File: src/shared/tsc_pkg.sv
/*
  constants for the transmit statistics counter bank: register offsets,
  reset values, frame-size bin limits and the counter index order.
  assumes a 16-bit byte address on a plain strobe-based register port.
*/
package tsc_pkg;

  localparam int unsigned TSC_ADDR_W = 16;
  localparam int unsigned TSC_DATA_W = 32;
  localparam int unsigned TSC_LEN_W  = 11;
  localparam int unsigned TSC_NCNT   = 7;

  localparam logic [15:0] TSC_OFF_MID_BIN = 16'h40e8;
  localparam logic [15:0] TSC_OFF_BIG_BIN = 16'h40ec;
  localparam logic [15:0] TSC_OFF_MCAST   = 16'h40f0;
  localparam logic [15:0] TSC_OFF_BCAST   = 16'h40f4;
  localparam logic [15:0] TSC_OFF_SEG_OK  = 16'h40f8;
  localparam logic [15:0] TSC_OFF_SEG_ERR = 16'h40fc;
  localparam logic [15:0] TSC_OFF_IRQ     = 16'h4100;
  localparam logic [15:0] TSC_OFF_CTRL    = 16'h4180;

  localparam logic [TSC_NCNT-1:0][15:0] TSC_CNT_OFFS = {
    TSC_OFF_IRQ, TSC_OFF_SEG_ERR, TSC_OFF_SEG_OK, TSC_OFF_BCAST,
    TSC_OFF_MCAST, TSC_OFF_BIG_BIN, TSC_OFF_MID_BIN};

  localparam int unsigned TSC_IX_MID_BIN = 0;
  localparam int unsigned TSC_IX_BIG_BIN = 1;
  localparam int unsigned TSC_IX_MCAST   = 2;
  localparam int unsigned TSC_IX_BCAST   = 3;
  localparam int unsigned TSC_IX_SEG_OK  = 4;
  localparam int unsigned TSC_IX_SEG_ERR = 5;
  localparam int unsigned TSC_IX_IRQ     = 6;

  localparam int unsigned TSC_CTRL_TX_EN  = 0;
  localparam int unsigned TSC_CTRL_TSO_EN = 1;

  localparam logic [31:0] TSC_CNT_RST  = 32'h0000_0000;
  localparam logic [1:0]  TSC_CTRL_RST = 2'h0;

  localparam logic [10:0] TSC_LEN_MID_MIN = 11'h200;
  localparam logic [10:0] TSC_LEN_MID_MAX = 11'h3ff;
  localparam logic [10:0] TSC_LEN_BIG_MIN = 11'h400;
  localparam logic [10:0] TSC_LEN_MAX     = 11'h5f2;

  typedef struct packed {
    logic [TSC_NCNT-1:0][31:0] cnt;
    logic [31:0]               rdata;
    logic                      tx_en;
    logic                      tso_en;
    logic                      irq_prev;
    logic                      fail_seen;
  } tsc_state_t;

endpackage

File: src/rtl/tsc_counters.sv
/*
  transmit statistics counter bank: seven 32-bit counters fed by event
  strobes from the transmit mac, the segmentation engine and the legacy
  interrupt line, plus a control register with the transmit and
  segmentation-offload enables. all event inputs come from logic on
  i_ref_clk; software uses the plain strobe register port.
*/
`timescale 1ns/1ns
module tsc_counters
  import tsc_pkg::*;
(
  input  wire logic                  i_ref_clk,
  input  wire logic                  i_sys_rst,
  input  wire logic [TSC_ADDR_W-1:0] i_addr,
  input  wire logic [TSC_DATA_W-1:0] i_wdata,
  input  wire logic                  i_wr_stb,
  input  wire logic                  i_rd_stb,
  output logic      [TSC_DATA_W-1:0] o_rdata,
  input  wire logic                  i_frame_done,
  input  wire logic [TSC_LEN_W-1:0]  i_frame_len,
  input  wire logic                  i_frame_partial,
  input  wire logic                  i_frame_mcast,
  input  wire logic                  i_frame_bcast,
  input  wire logic                  i_frame_flowctl,
  input  wire logic                  i_seg_ctx_start,
  input  wire logic                  i_seg_ctx_done,
  input  wire logic                  i_seg_fail,
  input  wire logic                  i_paylen_err,
  input  wire logic                  i_legacy_irq,
  output logic                       o_tx_en,
  output logic                       o_tso_en
);

  ////////////////////////////////////////////////////////////////////////
  // event qualification

  tsc_state_t          s_q;
  tsc_state_t          s_d;
  logic [TSC_NCNT-1:0] inc;
  logic [TSC_NCNT-1:0] wr_hit;
  logic                frame_ok;
  logic                len_mid;
  logic                len_big;
  logic                seen_eff;
  logic                fail_ev;
  logic                ctrl_hit;

  // a frame counts only when fully sent and transmit is on
  assign frame_ok = i_frame_done & ~i_frame_partial & s_q.tx_en;
  assign len_mid  = (i_frame_len >= TSC_LEN_MID_MIN) & (i_frame_len <= TSC_LEN_MID_MAX);
  // above the ceiling the mac cannot send; such a length is ignored
  assign len_big  = (i_frame_len >= TSC_LEN_BIG_MIN) & (i_frame_len <= TSC_LEN_MAX);

  // a new context start forgets the previous context's failure
  assign seen_eff = s_q.fail_seen & ~i_seg_ctx_start;
  // only the count is kept, no byte progress is tracked
  assign fail_ev  = (i_seg_fail | i_paylen_err) & s_q.tx_en & ~seen_eff;

  // secure or clear frames use the same strobes, no type filter here
  assign inc[TSC_IX_MID_BIN] = frame_ok & len_mid;
  assign inc[TSC_IX_BIG_BIN] = frame_ok & len_big;
  assign inc[TSC_IX_MCAST]   = frame_ok & i_frame_mcast & ~i_frame_flowctl;
  assign inc[TSC_IX_BCAST]   = frame_ok & i_frame_bcast;
  assign inc[TSC_IX_SEG_OK]  = i_seg_ctx_done & s_q.tx_en & s_q.tso_en;
  assign inc[TSC_IX_SEG_ERR] = fail_ev;
  assign inc[TSC_IX_IRQ]     = i_legacy_irq & ~s_q.irq_prev & s_q.tx_en;

  ////////////////////////////////////////////////////////////////////////
  // register decode

  // the interrupt counter is read only, so it never takes a write hit
  genvar gi;
  generate
    for (gi = 0; gi < TSC_NCNT; gi++) begin : g_hit
      if (gi == TSC_IX_IRQ) begin : g_ro
        assign wr_hit[gi] = 1'b0;
      end else begin : g_rw
        assign wr_hit[gi] = i_wr_stb & (i_addr == TSC_CNT_OFFS[gi]);
      end
    end
  endgenerate

  assign ctrl_hit = i_wr_stb & (i_addr == TSC_OFF_CTRL);

  ////////////////////////////////////////////////////////////////////////
  // next state

  always_comb begin
    s_d = s_q;
    s_d.irq_prev = i_legacy_irq;
    if (i_seg_ctx_start) begin
      s_d.fail_seen = 1'b0;
    end
    if (fail_ev) begin
      s_d.fail_seen = 1'b1;
    end
    if (i_seg_ctx_done) begin
      s_d.fail_seen = 1'b0;
    end
    // a write and an event in one cycle both land; wrap is natural
    for (int i = 0; i < TSC_NCNT; i++) begin
      if (wr_hit[i]) begin
        s_d.cnt[i] = i_wdata + {31'h0000_0000, inc[i]};
      end else begin
        s_d.cnt[i] = s_q.cnt[i] + {31'h0000_0000, inc[i]};
      end
    end
    if (ctrl_hit) begin
      s_d.tx_en  = i_wdata[TSC_CTRL_TX_EN];
      s_d.tso_en = i_wdata[TSC_CTRL_TSO_EN];
    end
    // read data stands for exactly one cycle, zero otherwise
    s_d.rdata = 32'h0000_0000;
    if (i_rd_stb) begin
      for (int i = 0; i < TSC_NCNT; i++) begin
        if (i_addr == TSC_CNT_OFFS[i]) begin
          s_d.rdata = s_q.cnt[i];
        end
      end
      if (i_addr == TSC_OFF_CTRL) begin
        s_d.rdata = {30'h0000_0000, s_q.tso_en, s_q.tx_en};
      end
    end
    if (i_sys_rst) begin
      s_d.cnt       = {TSC_NCNT{TSC_CNT_RST}};
      s_d.rdata     = 32'h0000_0000;
      s_d.tx_en     = TSC_CTRL_RST[TSC_CTRL_TX_EN];
      s_d.tso_en    = TSC_CTRL_RST[TSC_CTRL_TSO_EN];
      s_d.irq_prev  = 1'b0;
      s_d.fail_seen = 1'b0;
    end
  end

  always_ff @(posedge i_ref_clk) begin
    s_q <= s_d;
  end

  assign o_rdata  = s_q.rdata;
  assign o_tx_en  = s_q.tx_en;
  assign o_tso_en = s_q.tso_en;

  logic past_valid_q;
  always_ff @(posedge i_ref_clk) begin
    past_valid_q <= ~i_sys_rst;
  end
endmodule

File: config.mk
export PLATFORM = sky130hd
export DESIGN_NAME = tsc_counters
export DESIGN_NICKNAME = d
export VERILOG_FILES = /design/src/shared/tsc_pkg.sv /design/src/rtl/tsc_counters.sv
export SDC_FILE = /design/constraint.sdc
export NUM_CORES = 1
export LEC_CHECK = 0
export ABC_AREA = 1
export BUFFER_PORTS_ARGS = -buffer_cell sky130_fd_sc_hd__buf_2
export CAP_MARGIN = 25
export CORE_MARGIN = 2
export CORE_UTILIZATION = 55
export DETAILED_ROUTE_END_ITERATION = 8
export PLACE_DENSITY = 0.74
export SLEW_MARGIN = 20
export SYNTH_ARGS = -nofsm -noshare
export SYNTH_HDL_FRONTEND = slang
export SYNTH_SLANG_ARGS = --single-unit
File: constraint.sdc
create_clock -name i_ref_clk -period 6.6 [get_ports i_ref_clk]
set_input_delay 0.66 -clock i_ref_clk [delete_from_list [all_inputs] [get_ports i_ref_clk]]
set_output_delay 0.66 -clock i_ref_clk [all_outputs]
set_load 0.01 [all_outputs]
==> flow_summary_export.csv <==
group,metric,value,unit
hold_path,whs_endpoint,"s_q[0]",
clock_network,cts_hold_buffers,0,
power,p_int,2.75,mW
place,gp_congestion,1.07,
synthesis,yosysSeqAreaShare,27.0,%
worst_setup_path,r2r_cells,13,
place,dp_hpwl,61.0,mm
worst_setup_path,critPathLaunchType,"input port",
worst_setup_path,slowest_stage,"nor2_4",
synthesis,synth_edf_count,0,
synthesis,synth_ff_type,"dfxtp_1",
routing,post-route-drc-count,0,
timing,report.final.hold_viol_count,0,
worst_setup_path,reg2reg_from,"o_tx_en",
routing,avgRoutedWirePerCell,21.6,um
place,placed_cells,3710,
routing,drtPass1Iterations,6,
hold_path,hold_start,"i_seg_ctx_done",
power,seqPwrFrac,43.1,%
synthesis,yosysWarnings,0,
timing,finalCriticalPeriod,3.82,ns
power,switching_share,24.7,%
synthesis,synth.area.top_cells,"dfxtp_1 27%, nand2_1 18%, inv_1 10%",
clock_network,post_cts.repair.setup_buffers,0,
cells_and_area,nets,3376,
cells_and_area,area_delta_synth_final,7.44,%
cells_and_area,final_common_cell,"nand2_1",
hold_path,holdPathStages,2,
clock_network,clk_pin_slew_worst_paths,0.06,ns
routing,wirelength,81.6,mm
floorplan,ios,107,
global_route,overflow,0,
place,numPortBuffers,106,
timing,fin_skew,0.0184,ns
synthesis,ys_ff_latch,260,
worst_setup_path,critical_path_class,"input port to flip-flop",
routing,drt_iter0_markers,3016,
timing,worstMarginPinSlew,1.13,ns
hold_path,hp-class,"input port to flip-flop",
worst_setup_path,cpPeakStageDelay,0.67,ns
timing,tns,0,ns
clock_network,cts_resized,0,
routing,via_per_inst,5.96,
power,p_leak,8.93,nW
clock_network,cts_tree,"built",
cells_and_area,stdcell_count,3769,
routing,postRouteAntennaNets,0,
worst_setup_path,arrival,4.30,ns
synthesis,yosysTopAreaCell,"dfxtp_1",
run,maxCapViolations,0,
floorplan,die_width,191,um
worst_setup_path,critPathTopFamily,"simple AND/OR/NAND/NOR gates",
clock_network,cts.sinks,260,
cells_and_area,drive_gt1_share,9.78,%
synthesis,synth.cell_area,0.0193,sq mm
global_route,grt_pass1_wl,121,mm
worst_setup_path,crit_chain,"buf_2 > nor2_4 > nand2_1 > nor2_4 > nand3_4 > mux2i_1 > inv_1 > ha_1 > ha_1 > inv_1 > nor2_2 > nand3_1 > nor2_1 > nand3_1 > o21ai_0 > nor2_1",
cells_and_area,fillers,3556,
timing,worst_hold_slack,0.237,ns
timing,setup_viol,0,
synthesis,synth_top_area_share,27.0,%
clock_network,cts.htree.levels,1,
power,p_per_area,176,mW/mm^2
power,peakVddDrop,255,uV
synthesis,syn_inst,3289,
worst_setup_path,rr_endpoint,"s_q[98]",
global_route,gr-usage-all-layers,43.9,%
timing,fmax,0.262,GHz
routing,num_vias,22500,
power,switching_power,898,uW
global_route,grt_pass1_vias,20600,
worst_setup_path,worstPathMaxFanout,34,
global_route,grt_max_degree,89,
power,pwr-share-clk,52.2,%
cells_and_area,seqCellArea,0.00520,sq mm
clock_network,insertion_delay,0.61,ns
floorplan,start_util,55.8,%
status,status,"finished, final reports clean",
synthesis,postSynth.asyncResetShare,0,%
timing,rsz0062_at_grt,"no",
worst_setup_path,cp.required,7.09,ns
floorplan,std_cell_rows,68,
clock_network,cts_buffers,31,
floorplan,core,0.0345,sq mm
global_route,antenna_found_initial,0,
clock_network,clock_path_buffers,3,
synthesis,avgSynthCellArea,5.86,sq um
worst_setup_path,cp_num_buf_inv,3,
worst_setup_path,ff2ff_setup_slack,3.31,ns
timing,fin_crit_sh,57.9,%
cells_and_area,n_antenna_cell,0,
clock_network,cts_root_buf,"clkbuf_16",
timing,max_slew_margin,24.9,%
floorplan,die_y,191,um
cells_and_area,multi_input_area,0.0111,sq mm
worst_setup_path,end_kind,"flip-flop",
power,comb_power_share,4.8,%
synthesis,synth_nets,3376,
synthesis,yosysUniqueCellTypes,46,
floorplan,dieArea,0.0365,sq mm
cells_and_area,mostFrequentLayoutCells,"915 x nand2_1, 529 x inv_1, 404 x nor2_1",
timing,slew_violations,0,
power by group through the flow:
| stage | sequential (mW) | clock, mW | combinational (mW) |
|---|---|---|---|
| floorplan | 1.60 | 0 | 0.0735 |
| detailed placement | 1.60 | 0 | 0.162 |
| global route | 1.57 | 1.95 | 0.174 |
| CTS | 1.57 | 1.89 | 0.163 |
| global placement | 1.60 | 0 | 0.161 |
| finish | 1.57 | 1.90 | 0.174 |
how the worst max path moves through the flow:
stage / start / endpoint / cells past startpoint
detailed placement: i_addr[6] / s_q[162] / 19
global route: i_addr[13] / s_q[54] / 16
CTS: i_addr[6] / s_q[162] / 19
finish: i_addr[1] / s_q[154] / 16
floorplan: i_addr[1] / s_q[56] / 16
global placement: i_addr[1] / s_q[162] / 18
kinds of logic (layout without fill, tap and decap cells):
group                      count (synthesis)  after routing  synth area share, %
and+or+nand+nor                         1819           1819                 42.0
buffers and inverters                    716            741                 15.6
AOI/OAI and AO/OA                        470            470                 13.9
DFF                                      260            260                 27.0
adders and majority gates                 14             14                0.910
xor gates and xnor gates                   7              7                0.318
muxes                                      3              3                0.156
state kept, by name (all words and copies together) (netlist names):
name	flops
o_rdata	32
o_tso_en	1
o_tx_en	1
s_q	226
synth_stat cells, drive strengths merged (4+ instances only):
| cell type | n |
|---|---|
| or2 | 4 |
| xor2 | 5 |
| nor2 | 460 |
| o22ai | 4 |
| o2111ai | 8 |
| nand2 | 943 |
| o21ai | 178 |
| nor4 | 5 |
| nand4 | 195 |
| o221ai | 13 |
| a21oi | 201 |
| buf | 101 |
| nor3 | 37 |
| inv | 558 |
| ha | 14 |
| o211ai | 52 |
| dfxtp | 260 |
| nand3 | 167 |
| a211oi | 4 |
| clkbuf | 52 |
| clkinv | 5 |
| nor3b | 7 |
final cells by class:
class / count / share of cell area (%)
well taps: 455 / 2.75
multi-input cells: 2313 / 53.4
clock inverters: 12 / 0.925
inverters: 563 / 10.2
repair buffers: 120 / 3.13
clock buffers: 46 / 4.41
flip-flops and latches: 260 / 25.2
worst reg2reg max path, cell delays in order, from the launching register on:
cell and delay (ns):
dfxtp_1 0.38, inv_1 0.12, nor2_1 0.15, nand2_1 0.29, a2111oi_0 0.83, ha_1 0.33, ha_1 0.18, nand3_1 0.10
nor2_1 0.23, nand2_1 0.18, nor2_2 0.18, nand2_1 0.07, nand2_1 0.06, a21oi_1 0.07
routing by layer:
| layer | vias up | wire, um | global-route usage, % |
|---|---|---|---|
| met4 | 0 | 6830 | 30.1 |
| met3 | 335 | 9710 | 11.1 |
| met2 | 1401 | 34500 | 67.3 |
| li1 | 10500 | - | - |
| met5 | - | 0 | 0 |
| met1 | 10200 | 30500 | 54.0 |
stage by stage:
step           utilization (%)  setup WS [ns]  area [sq um]  power [mW]
5_1_grt                   59.9           2.57         20700        3.70
2_1_floorplan                -           3.60         19300        1.68
3_5_place_dp              56.7           2.31         19600        1.77
3_3_place_gp              56.7           2.41         19600        1.77
4_1_cts                   59.9           2.90         20700        3.62
6_report                  59.9           2.78         20700        3.64
No activity file was read; power rests on OpenSTA's default activity.
